<file path="src/amp_power_gain_config_params.svh">
`ifndef AMP_POWER_GAIN_CONFIG_PARAMS_SVH
`define AMP_POWER_GAIN_CONFIG_PARAMS_SVH

`define OFS_BLOCK_POWER_ENABLES   8'h05
`define OFS_GAIN_AND_EDGE_RATE    8'h06
`define OFS_SENSE_MUTE_CONTROL    8'h07
`define OFS_SENSE_RANGE_CONTROL   8'h08
`define OFS_BOOST_MODE_CONTROL    8'h09
`define REG_RESET_VALUE           8'h00
`define BIT_SPEAKER_STAGE_POWER   7
`define BIT_BOOST_POWER           5
`define BIT_CURRENT_ADC_POWER     1
`define BIT_VOLTAGE_ADC_POWER     0
`define POS_DAC_GAIN_HI           6
`define POS_DAC_GAIN_LO           3
`define POS_EDGE_RATE_HI          2
`define POS_EDGE_RATE_LO          0
`define BIT_CURRENT_SILENCE       1
`define BIT_VOLTAGE_SILENCE       0
`define POS_SENSE_RANGE_HI        2
`define POS_SENSE_RANGE_LO        1
`define BIT_BOOST_LEVEL_SCHEME    0

`endif

</file>
<file path="src/amp_cfg_pkg.sv">
package amp_cfg_pkg;
    typedef enum logic [1:0] {
        RANGE_8_OHM,
        RANGE_6_OHM,
        RANGE_4_OHM,
        RANGE_UNDEFINED
    } sense_range_e;
    typedef enum logic {
        BOOST_MULTI_LEVEL,
        BOOST_SINGLE_LEVEL
    } boost_scheme_e;
    typedef logic [7:0] reg_byte_t;
endpackage

</file>
<file path="src/cfg_byte_reg.sv">
`timescale 1ns/1ps
`include "amp_power_gain_config_params.svh"
module cfg_byte_reg
    import amp_cfg_pkg::*;
(
    input  wire logic      mclk,
    input  wire logic      rst_n,
    input  wire logic      wr_en,
    input  wire reg_byte_t wr_data,
    output reg_byte_t      q
);
    // all bits, reserved included, store what was written
    always_ff @(posedge mclk) begin
        if (!rst_n) begin
            q <= `REG_RESET_VALUE;
        end else if (wr_en) begin
            q <= wr_data;
        end
    end
endmodule

</file>
<file path="src/amp_power_gain_config.sv">
`timescale 1ns/1ps
`include "amp_power_gain_config_params.svh"
// Behaviour
// - register 0x05 bits 7,5,1,0 power speaker, boost, current and voltage ADC
// - gain register bits 6..3 give DAC gain of n dB, 0 to 15
// - gain register bits 2..0 select edge rate 50,40,29,25,14,13,12,11 ns
// - register 0x07 bit 1 mutes current sense, bit 0 voltage sense
// - register 0x08 bits 2..1 pick sense range 8, 6 or 4 ohm load
// - boost register bit 0 low runs multi-level tracking boost
// - boost register bit 0 high runs single-level switched boost
module amp_power_gain_config
    import amp_cfg_pkg::*;
(
    input  wire logic    mclk,
    input  wire logic    rst_n,
    input  wire logic    reg_wr,
    input  wire logic    reg_rd,
    input  wire logic [7:0] reg_addr,
    input  wire logic [7:0] reg_wdata,
    output logic [7:0]   reg_rdata,
    output logic         reg_hit,
    output logic         speaker_stage_power,
    output logic         boost_power,
    output logic         current_adc_power,
    output logic         voltage_adc_power,
    output logic [3:0]   dac_gain_db,
    output logic [2:0]   edge_rate_code,
    output logic         current_channel_silence,
    output logic         voltage_channel_silence,
    output sense_range_e sense_range_code,
    output boost_scheme_e boost_level_scheme
);
    localparam int NREG = 5;

    function automatic logic [2:0] addr_index(input logic [7:0] a);
        addr_index = 3'(a - `OFS_BLOCK_POWER_ENABLES);
    endfunction
    function automatic logic addr_valid(input logic [7:0] a);
        addr_valid = (a >= `OFS_BLOCK_POWER_ENABLES) &&
                     (a <= `OFS_BOOST_MODE_CONTROL);
    endfunction

    reg_byte_t        regs [NREG];
    logic [NREG-1:0]  wr_sel;
    wire  logic       addr_ok = addr_valid(reg_addr);
    wire  logic [2:0] idx     = addr_index(reg_addr);

    genvar g;
    generate
        for (g = 0; g < NREG; g++) begin : g_regs
            assign wr_sel[g] = reg_wr && addr_ok && (idx == 3'(g));
            cfg_byte_reg u_reg (
                .mclk    (mclk),
                .rst_n   (rst_n),
                .wr_en   (wr_sel[g]),
                .wr_data (reg_wdata),
                .q       (regs[g])
            );
        end
    endgenerate

    wire reg_byte_t pwr_r   = regs[0];
    wire reg_byte_t gain_r  = regs[1];
    wire reg_byte_t mute_r  = regs[2];
    wire reg_byte_t range_r = regs[3];
    wire reg_byte_t boost_r = regs[4];
    // unmapped reads return zero
    wire reg_byte_t rdata_nxt = (reg_rd && addr_ok) ? regs[idx] : 8'h00;
    // a write to 0x05..0x09 shows on the field outputs on the same edge that stores it
    wire reg_byte_t pwr_nxt   = wr_sel[0] ? reg_wdata : pwr_r;
    wire reg_byte_t gain_nxt  = wr_sel[1] ? reg_wdata : gain_r;
    wire reg_byte_t mute_nxt  = wr_sel[2] ? reg_wdata : mute_r;
    wire reg_byte_t range_nxt = wr_sel[3] ? reg_wdata : range_r;
    wire reg_byte_t boost_nxt = wr_sel[4] ? reg_wdata : boost_r;

    always_ff @(posedge mclk) begin
        if (!rst_n) begin
            reg_rdata               <= 8'h00;
            reg_hit                 <= 1'b0;
            speaker_stage_power     <= 1'b0;
            boost_power             <= 1'b0;
            current_adc_power       <= 1'b0;
            voltage_adc_power       <= 1'b0;
            dac_gain_db             <= 4'h0;
            edge_rate_code          <= 3'h0;
            current_channel_silence <= 1'b0;
            voltage_channel_silence <= 1'b0;
            sense_range_code        <= RANGE_8_OHM;
            boost_level_scheme      <= BOOST_MULTI_LEVEL;
        end else begin
            reg_rdata <= rdata_nxt;
            reg_hit   <= (reg_rd || reg_wr) && addr_ok;
            speaker_stage_power <= pwr_nxt[`BIT_SPEAKER_STAGE_POWER];
            boost_power         <= pwr_nxt[`BIT_BOOST_POWER];
            current_adc_power   <= pwr_nxt[`BIT_CURRENT_ADC_POWER];
            voltage_adc_power   <= pwr_nxt[`BIT_VOLTAGE_ADC_POWER];
            dac_gain_db <= gain_nxt[`POS_DAC_GAIN_HI:`POS_DAC_GAIN_LO];
            edge_rate_code <=
                gain_nxt[`POS_EDGE_RATE_HI:`POS_EDGE_RATE_LO];
            current_channel_silence <= mute_nxt[`BIT_CURRENT_SILENCE];
            voltage_channel_silence <= mute_nxt[`BIT_VOLTAGE_SILENCE];
            // code 3 is passed through; analog side treats it as undefined
            sense_range_code <= sense_range_e'(
                range_nxt[`POS_SENSE_RANGE_HI:`POS_SENSE_RANGE_LO]);
            boost_level_scheme <= boost_scheme_e'(
                boost_nxt[`BIT_BOOST_LEVEL_SCHEME]);
        end
    end

    property p_power_write;
        @(posedge mclk) disable iff (!rst_n)
        wr_sel[0] |=> speaker_stage_power == $past(reg_wdata[7]) &&
                      boost_power == $past(reg_wdata[5]) &&
                      current_adc_power == $past(reg_wdata[1]) &&
                      voltage_adc_power == $past(reg_wdata[0]);
    endproperty
    a_power_write: assert property (p_power_write)
        else $error("power enables do not follow write");

    property p_gain;
        @(posedge mclk) disable iff (!rst_n)
        wr_sel[1] |=> dac_gain_db == $past(reg_wdata[6:3]);
    endproperty
    a_gain: assert property (p_gain)
        else $error("dac gain does not follow write");

    property p_edge;
        @(posedge mclk) disable iff (!rst_n)
        wr_sel[1] |=> edge_rate_code == $past(reg_wdata[2:0]);
    endproperty
    a_edge: assert property (p_edge)
        else $error("edge rate does not follow write");

    property p_mute;
        @(posedge mclk) disable iff (!rst_n)
        wr_sel[2] |=> current_channel_silence == $past(reg_wdata[1]) &&
                      voltage_channel_silence == $past(reg_wdata[0]);
    endproperty
    a_mute: assert property (p_mute)
        else $error("mute bits do not follow write");

    property p_range;
        @(posedge mclk) disable iff (!rst_n)
        wr_sel[3] |=> sense_range_code == $past(reg_wdata[2:1]);
    endproperty
    a_range: assert property (p_range)
        else $error("sense range does not follow write");

    property p_multi;
        @(posedge mclk) disable iff (!rst_n)
        (wr_sel[4] && !reg_wdata[0]) |=>
            boost_level_scheme == BOOST_MULTI_LEVEL;
    endproperty
    a_multi: assert property (p_multi)
        else $error("boost not multi-level after bit0 low");

    property p_single;
        @(posedge mclk) disable iff (!rst_n)
        (wr_sel[4] && reg_wdata[0]) |=>
            boost_level_scheme == BOOST_SINGLE_LEVEL;
    endproperty
    a_single: assert property (p_single)
        else $error("boost not single-level after bit0 high");

    property p_readback;
        @(posedge mclk) disable iff (!rst_n)
        (reg_wr && addr_ok) ##1 (reg_rd && !reg_wr &&
            reg_addr == $past(reg_addr)) |=> reg_rdata == $past(reg_wdata, 2);
    endproperty
    a_readback: assert property (p_readback)
        else $error("register does not read back written byte");

    property p_hold;
        @(posedge mclk) disable iff (!rst_n)
        !wr_sel[1] |=> $stable(dac_gain_db);
    endproperty
    a_hold: assert property (p_hold)
        else $error("dac gain changed without write");

    property p_unmapped;
        @(posedge mclk) disable iff (!rst_n)
        (reg_rd && !addr_ok) |=> reg_rdata == 8'h00 && !reg_hit;
    endproperty
    a_unmapped: assert property (p_unmapped)
        else $error("unmapped read not zero");

    // no disable here: this one watches the reset itself
    property p_reset_zero;
        @(posedge mclk)
        !rst_n |=> reg_rdata == 8'h00 && !reg_hit && !speaker_stage_power &&
                   !boost_power && !current_adc_power && !voltage_adc_power &&
                   dac_gain_db == 4'h0 && edge_rate_code == 3'h0 &&
                   !current_channel_silence && !voltage_channel_silence &&
                   sense_range_code == RANGE_8_OHM &&
                   boost_level_scheme == BOOST_MULTI_LEVEL;
    endproperty
    a_reset_zero: assert property (p_reset_zero)
        else $error("outputs not zero after reset");

    property p_power_hold;
        @(posedge mclk) disable iff (!rst_n)
        !wr_sel[0] |=> $stable({speaker_stage_power, boost_power,
                                current_adc_power, voltage_adc_power});
    endproperty
    a_power_hold: assert property (p_power_hold)
        else $error("power enables changed without write");

    property p_boost_hold;
        @(posedge mclk) disable iff (!rst_n)
        !wr_sel[4] |=> $stable(boost_level_scheme);
    endproperty
    a_boost_hold: assert property (p_boost_hold)
        else $error("boost scheme changed without write");

    c_speaker_on: cover property (@(posedge mclk) disable iff (!rst_n)
        $rose(speaker_stage_power));
    c_max_gain: cover property (@(posedge mclk) disable iff (!rst_n)
        dac_gain_db == 4'hf);
    c_single: cover property (@(posedge mclk) disable iff (!rst_n)
        boost_level_scheme == BOOST_SINGLE_LEVEL);
    c_range4: cover property (@(posedge mclk) disable iff (!rst_n)
        sense_range_code == RANGE_4_OHM);
endmodule

</file>
<file path="config.mk">
export PLATFORM = sky130hd
export DESIGN_NAME = amp_power_gain_config
export DESIGN_NICKNAME = d
export VERILOG_FILES = /design/src/amp_cfg_pkg.sv /design/src/cfg_byte_reg.sv /design/src/amp_power_gain_config.sv
export VERILOG_INCLUDE_DIRS = /design/src
export SDC_FILE = /design/constraint.sdc
export NUM_CORES = 1
export LEC_CHECK = 0
export ABC_AREA = 0
export BUFFER_PORTS_ARGS = -buffer_cell sky130_fd_sc_hd__buf_2
export CAP_MARGIN = 20
export CORE_AREA = 5 5 74 76
export DETAILED_ROUTE_END_ITERATION = 8
export DIE_AREA = 0 0 79 81
export MAX_ROUTING_LAYER = met4
export PLACE_DENSITY = 0.72
export SLEW_MARGIN = 20
export SYNTH_ARGS = -nofsm -noshare
export SYNTH_HDL_FRONTEND = slang
export SYNTH_SLANG_ARGS = --single-unit
</file>
<file path="constraint.sdc">
create_clock -name mclk -period 4.15 [get_ports mclk]
set_clock_uncertainty 0.05 [all_clocks]
set_input_delay 0.83 -clock mclk [delete_from_list [all_inputs] [get_ports mclk]]
set_output_delay 0.83 -clock mclk [all_outputs]
set_load 0.05 [all_outputs]
</file>
==> metrics <==
status completed; crit share post-route 0.641; DP Worst Slack 1.16 ns; Clock Tree Buf Depth 2; final setup fails 0; Std-Cell Rows 25; Crit-path slowest cell a211oi_4; GPL Wtd Cong 0.715; synth warn 0; H-tree Lvls 2; CTS Hold Buffers Added 0; Slew Limit Fails 0; die height 81 um; P_leak 1.02 nW; CP Class in -> reg; DR DRC count 0; worst min path class reg -> reg; CP Capture Type flip-flop; crit-path max FO 8; Main synth FF type dfxtp_1; share of the synthesized area in the top cell type 0.418; ratio of cells with drive above 1 in the final layout 0.273; syn_area_per_cell 10.7 um2; cell taking the most area after synthesis dfxtp_1; Pre-Repair DR Iteration Count 4; clock sink count 49; worst skew pair latency 0.29 ns; Async SR Flop Fraction 0; Resized cells post-CTS 0; sequential area share after synthesis 0.418; Max Cap Viol 0; final instance area 2620 um2; Via density 5.40; Area contributors post-synth dfxtp_1 (42%), mux2i_1 (20%), nand2_1 (8.5%), mux4_2 (7.7%), a211oi_4 (4.3%); Synth-to-Final Area Change 11.8%; most frequent cell after synthesis nand2_1; mapped cell area 2350 um2; data arrival time of the critical path 2.83 ns; Hold Path Sink g_regs[4].u_reg.q[6]; die area 6400 um2; Clock Root Buffer clkbuf_8; Worst EP required 4.32 ns; setup TNS 0 ns; HP Start g_regs[4].u_reg.q[6]; Final Hold Viols 0; CTS clock-pin slew for the worst setup and hold paths 0.08 ns; worst-path cell chain buf_2, inv_1, ha_1, or3b_1, a211oi_4, mux2i_1; Post-synth top cells nand2_1 (53), dfxtp_1 (49), mux2i_1 (48), buf_4 (9), clkbuf_1 (9); Final HPWL DP 3350 um; largest net degree at the start of global routing 27; post-synth cell types 25; dpl cells 300; unrepaired setup endpoints after global routing no; CTS tree built; die width 79 um; final wirelength 4810 um; min cycle time layout 2.66 ns; initial antenna violation count 0; final non-filler cell total 307; Diodes inserted 0; Worst slew margin 0.510; flops & latches, synth 49; peak supply drop 0.184 mV; Pwr Density 307 nW/um2; I/O pin count 45; worst r2r path cells 3; Tot Pwr 0.805 mW; number of synthesized flops with an enable pin 0; Synth Instances 220; r2r endpoint reg_rdata[1]; ANT nets after route 0; Num CTS Buffers 5; hold path depth 2; R2R Path Start g_regs[0].u_reg.q[1]; maximum clock rate 376 MHz; postcts setup bufs 0; total track usage 0.163; Worst setup SP type primary input; total gr overflow 0; Starting Density 0.504; IO buf count 44; WL/cell 15.7 um; # fillers 415; Fin Hold WS 0.408 ns; DP Area 2540 um2; Initial DRC Count 104; worst setup slack after layout 1.49 ns; FF-to-FF setup slack 2.87 ns; Core ar. 4660 um2; worst slew pin tran 0.733 ns; DR vias 1659; Syn Nets 245; Max stage delay on crit path 0.71 ns; NumNets Final 278; first-pass GRT wire length 7890 um; post-layout util 0.563; vias in the first global route 1526
## final cells by class
type,count,area [um2],share of cell area
Sequential cell,49,981,0.374
Clock inverter,1,8.76,0.00334
Timing Repair Buffer,47,243,0.0925
Tap cell,54,67.6,0.0258
Multi-Input combinational cell,148,1240,0.474
Inverter,2,7.51,0.00286
Clock buffer,6,72.6,0.0277
## cell usage in the layout (no fill, tap or decap), drive strengths merged, types with 5 or more instances in the layout
cell type,count
and3,8
a211oi,5
buf,47
nand2,53
nor4b,8
mux2i,48
ha,5
dfxtp,49
clkbuf,6
mux4,8
## layer usage
layer	vias up	wire, um	share of wire	global-route usage
met5	-	0	0	-
met1	780	2290	0.48	0.216
met2	37	2220	0.46	0.250
li1	836	-	-	-
met4	0	24	0.0050	0.0344
met3	6	275	0.057	0.0455
## critical path: cells and delay by family
kind	cells	cell delay (ns)
adders and majority gates	1	0.29
and+or+nand+nor	1	0.56
muxes	1	0.26
buffers and inverters	2	0.17
AOI/OAI and AO/OA	1	0.71
## report_power, final
part | internal, mW | switching (mW)
clock | 0.117 | 0.145
combinational | 0.0266 | 0.0459
sequential | 0.470 | 0.000274
total | 0.614 | 0.192
## how the worst max path moves through the flow
stage,from,to,slack [ns],depth (start not counted)
after CTS,reg_addr[1],g_regs[1].u_reg.q[6],1.48,6
after global routing,reg_addr[1],g_regs[1].u_reg.q[0],1.40,6
final,reg_addr[1],speaker_stage_power,1.49,6
after global placement,reg_addr[0],g_regs[1].u_reg.q[0],1.22,6
after floorplan,reg_addr[0],g_regs[0].u_reg.q[0],0.90,9
after detailed placement,reg_addr[1],g_regs[1].u_reg.q[1],1.16,6
## registers in the layout, summed over array words and instances (netlist names)
name,flops
g_regs.u_reg.q,39
reg_hit,1
reg_rdata,8
speaker_stage_power,1
## kinds of logic (layout without fill, tap and decap cells)
group	Yosys count	after routing	synth area share
xor+xnor	1	1	0.00693
fa+ha+maj	5	5	0.0267
flops	49	49	0.418
buf+inv	23	56	0.0522
simple gates	79	79	0.165
compound gates	7	7	0.0501
mux	56	56	0.281
Power figures use the tool's default switching activity.
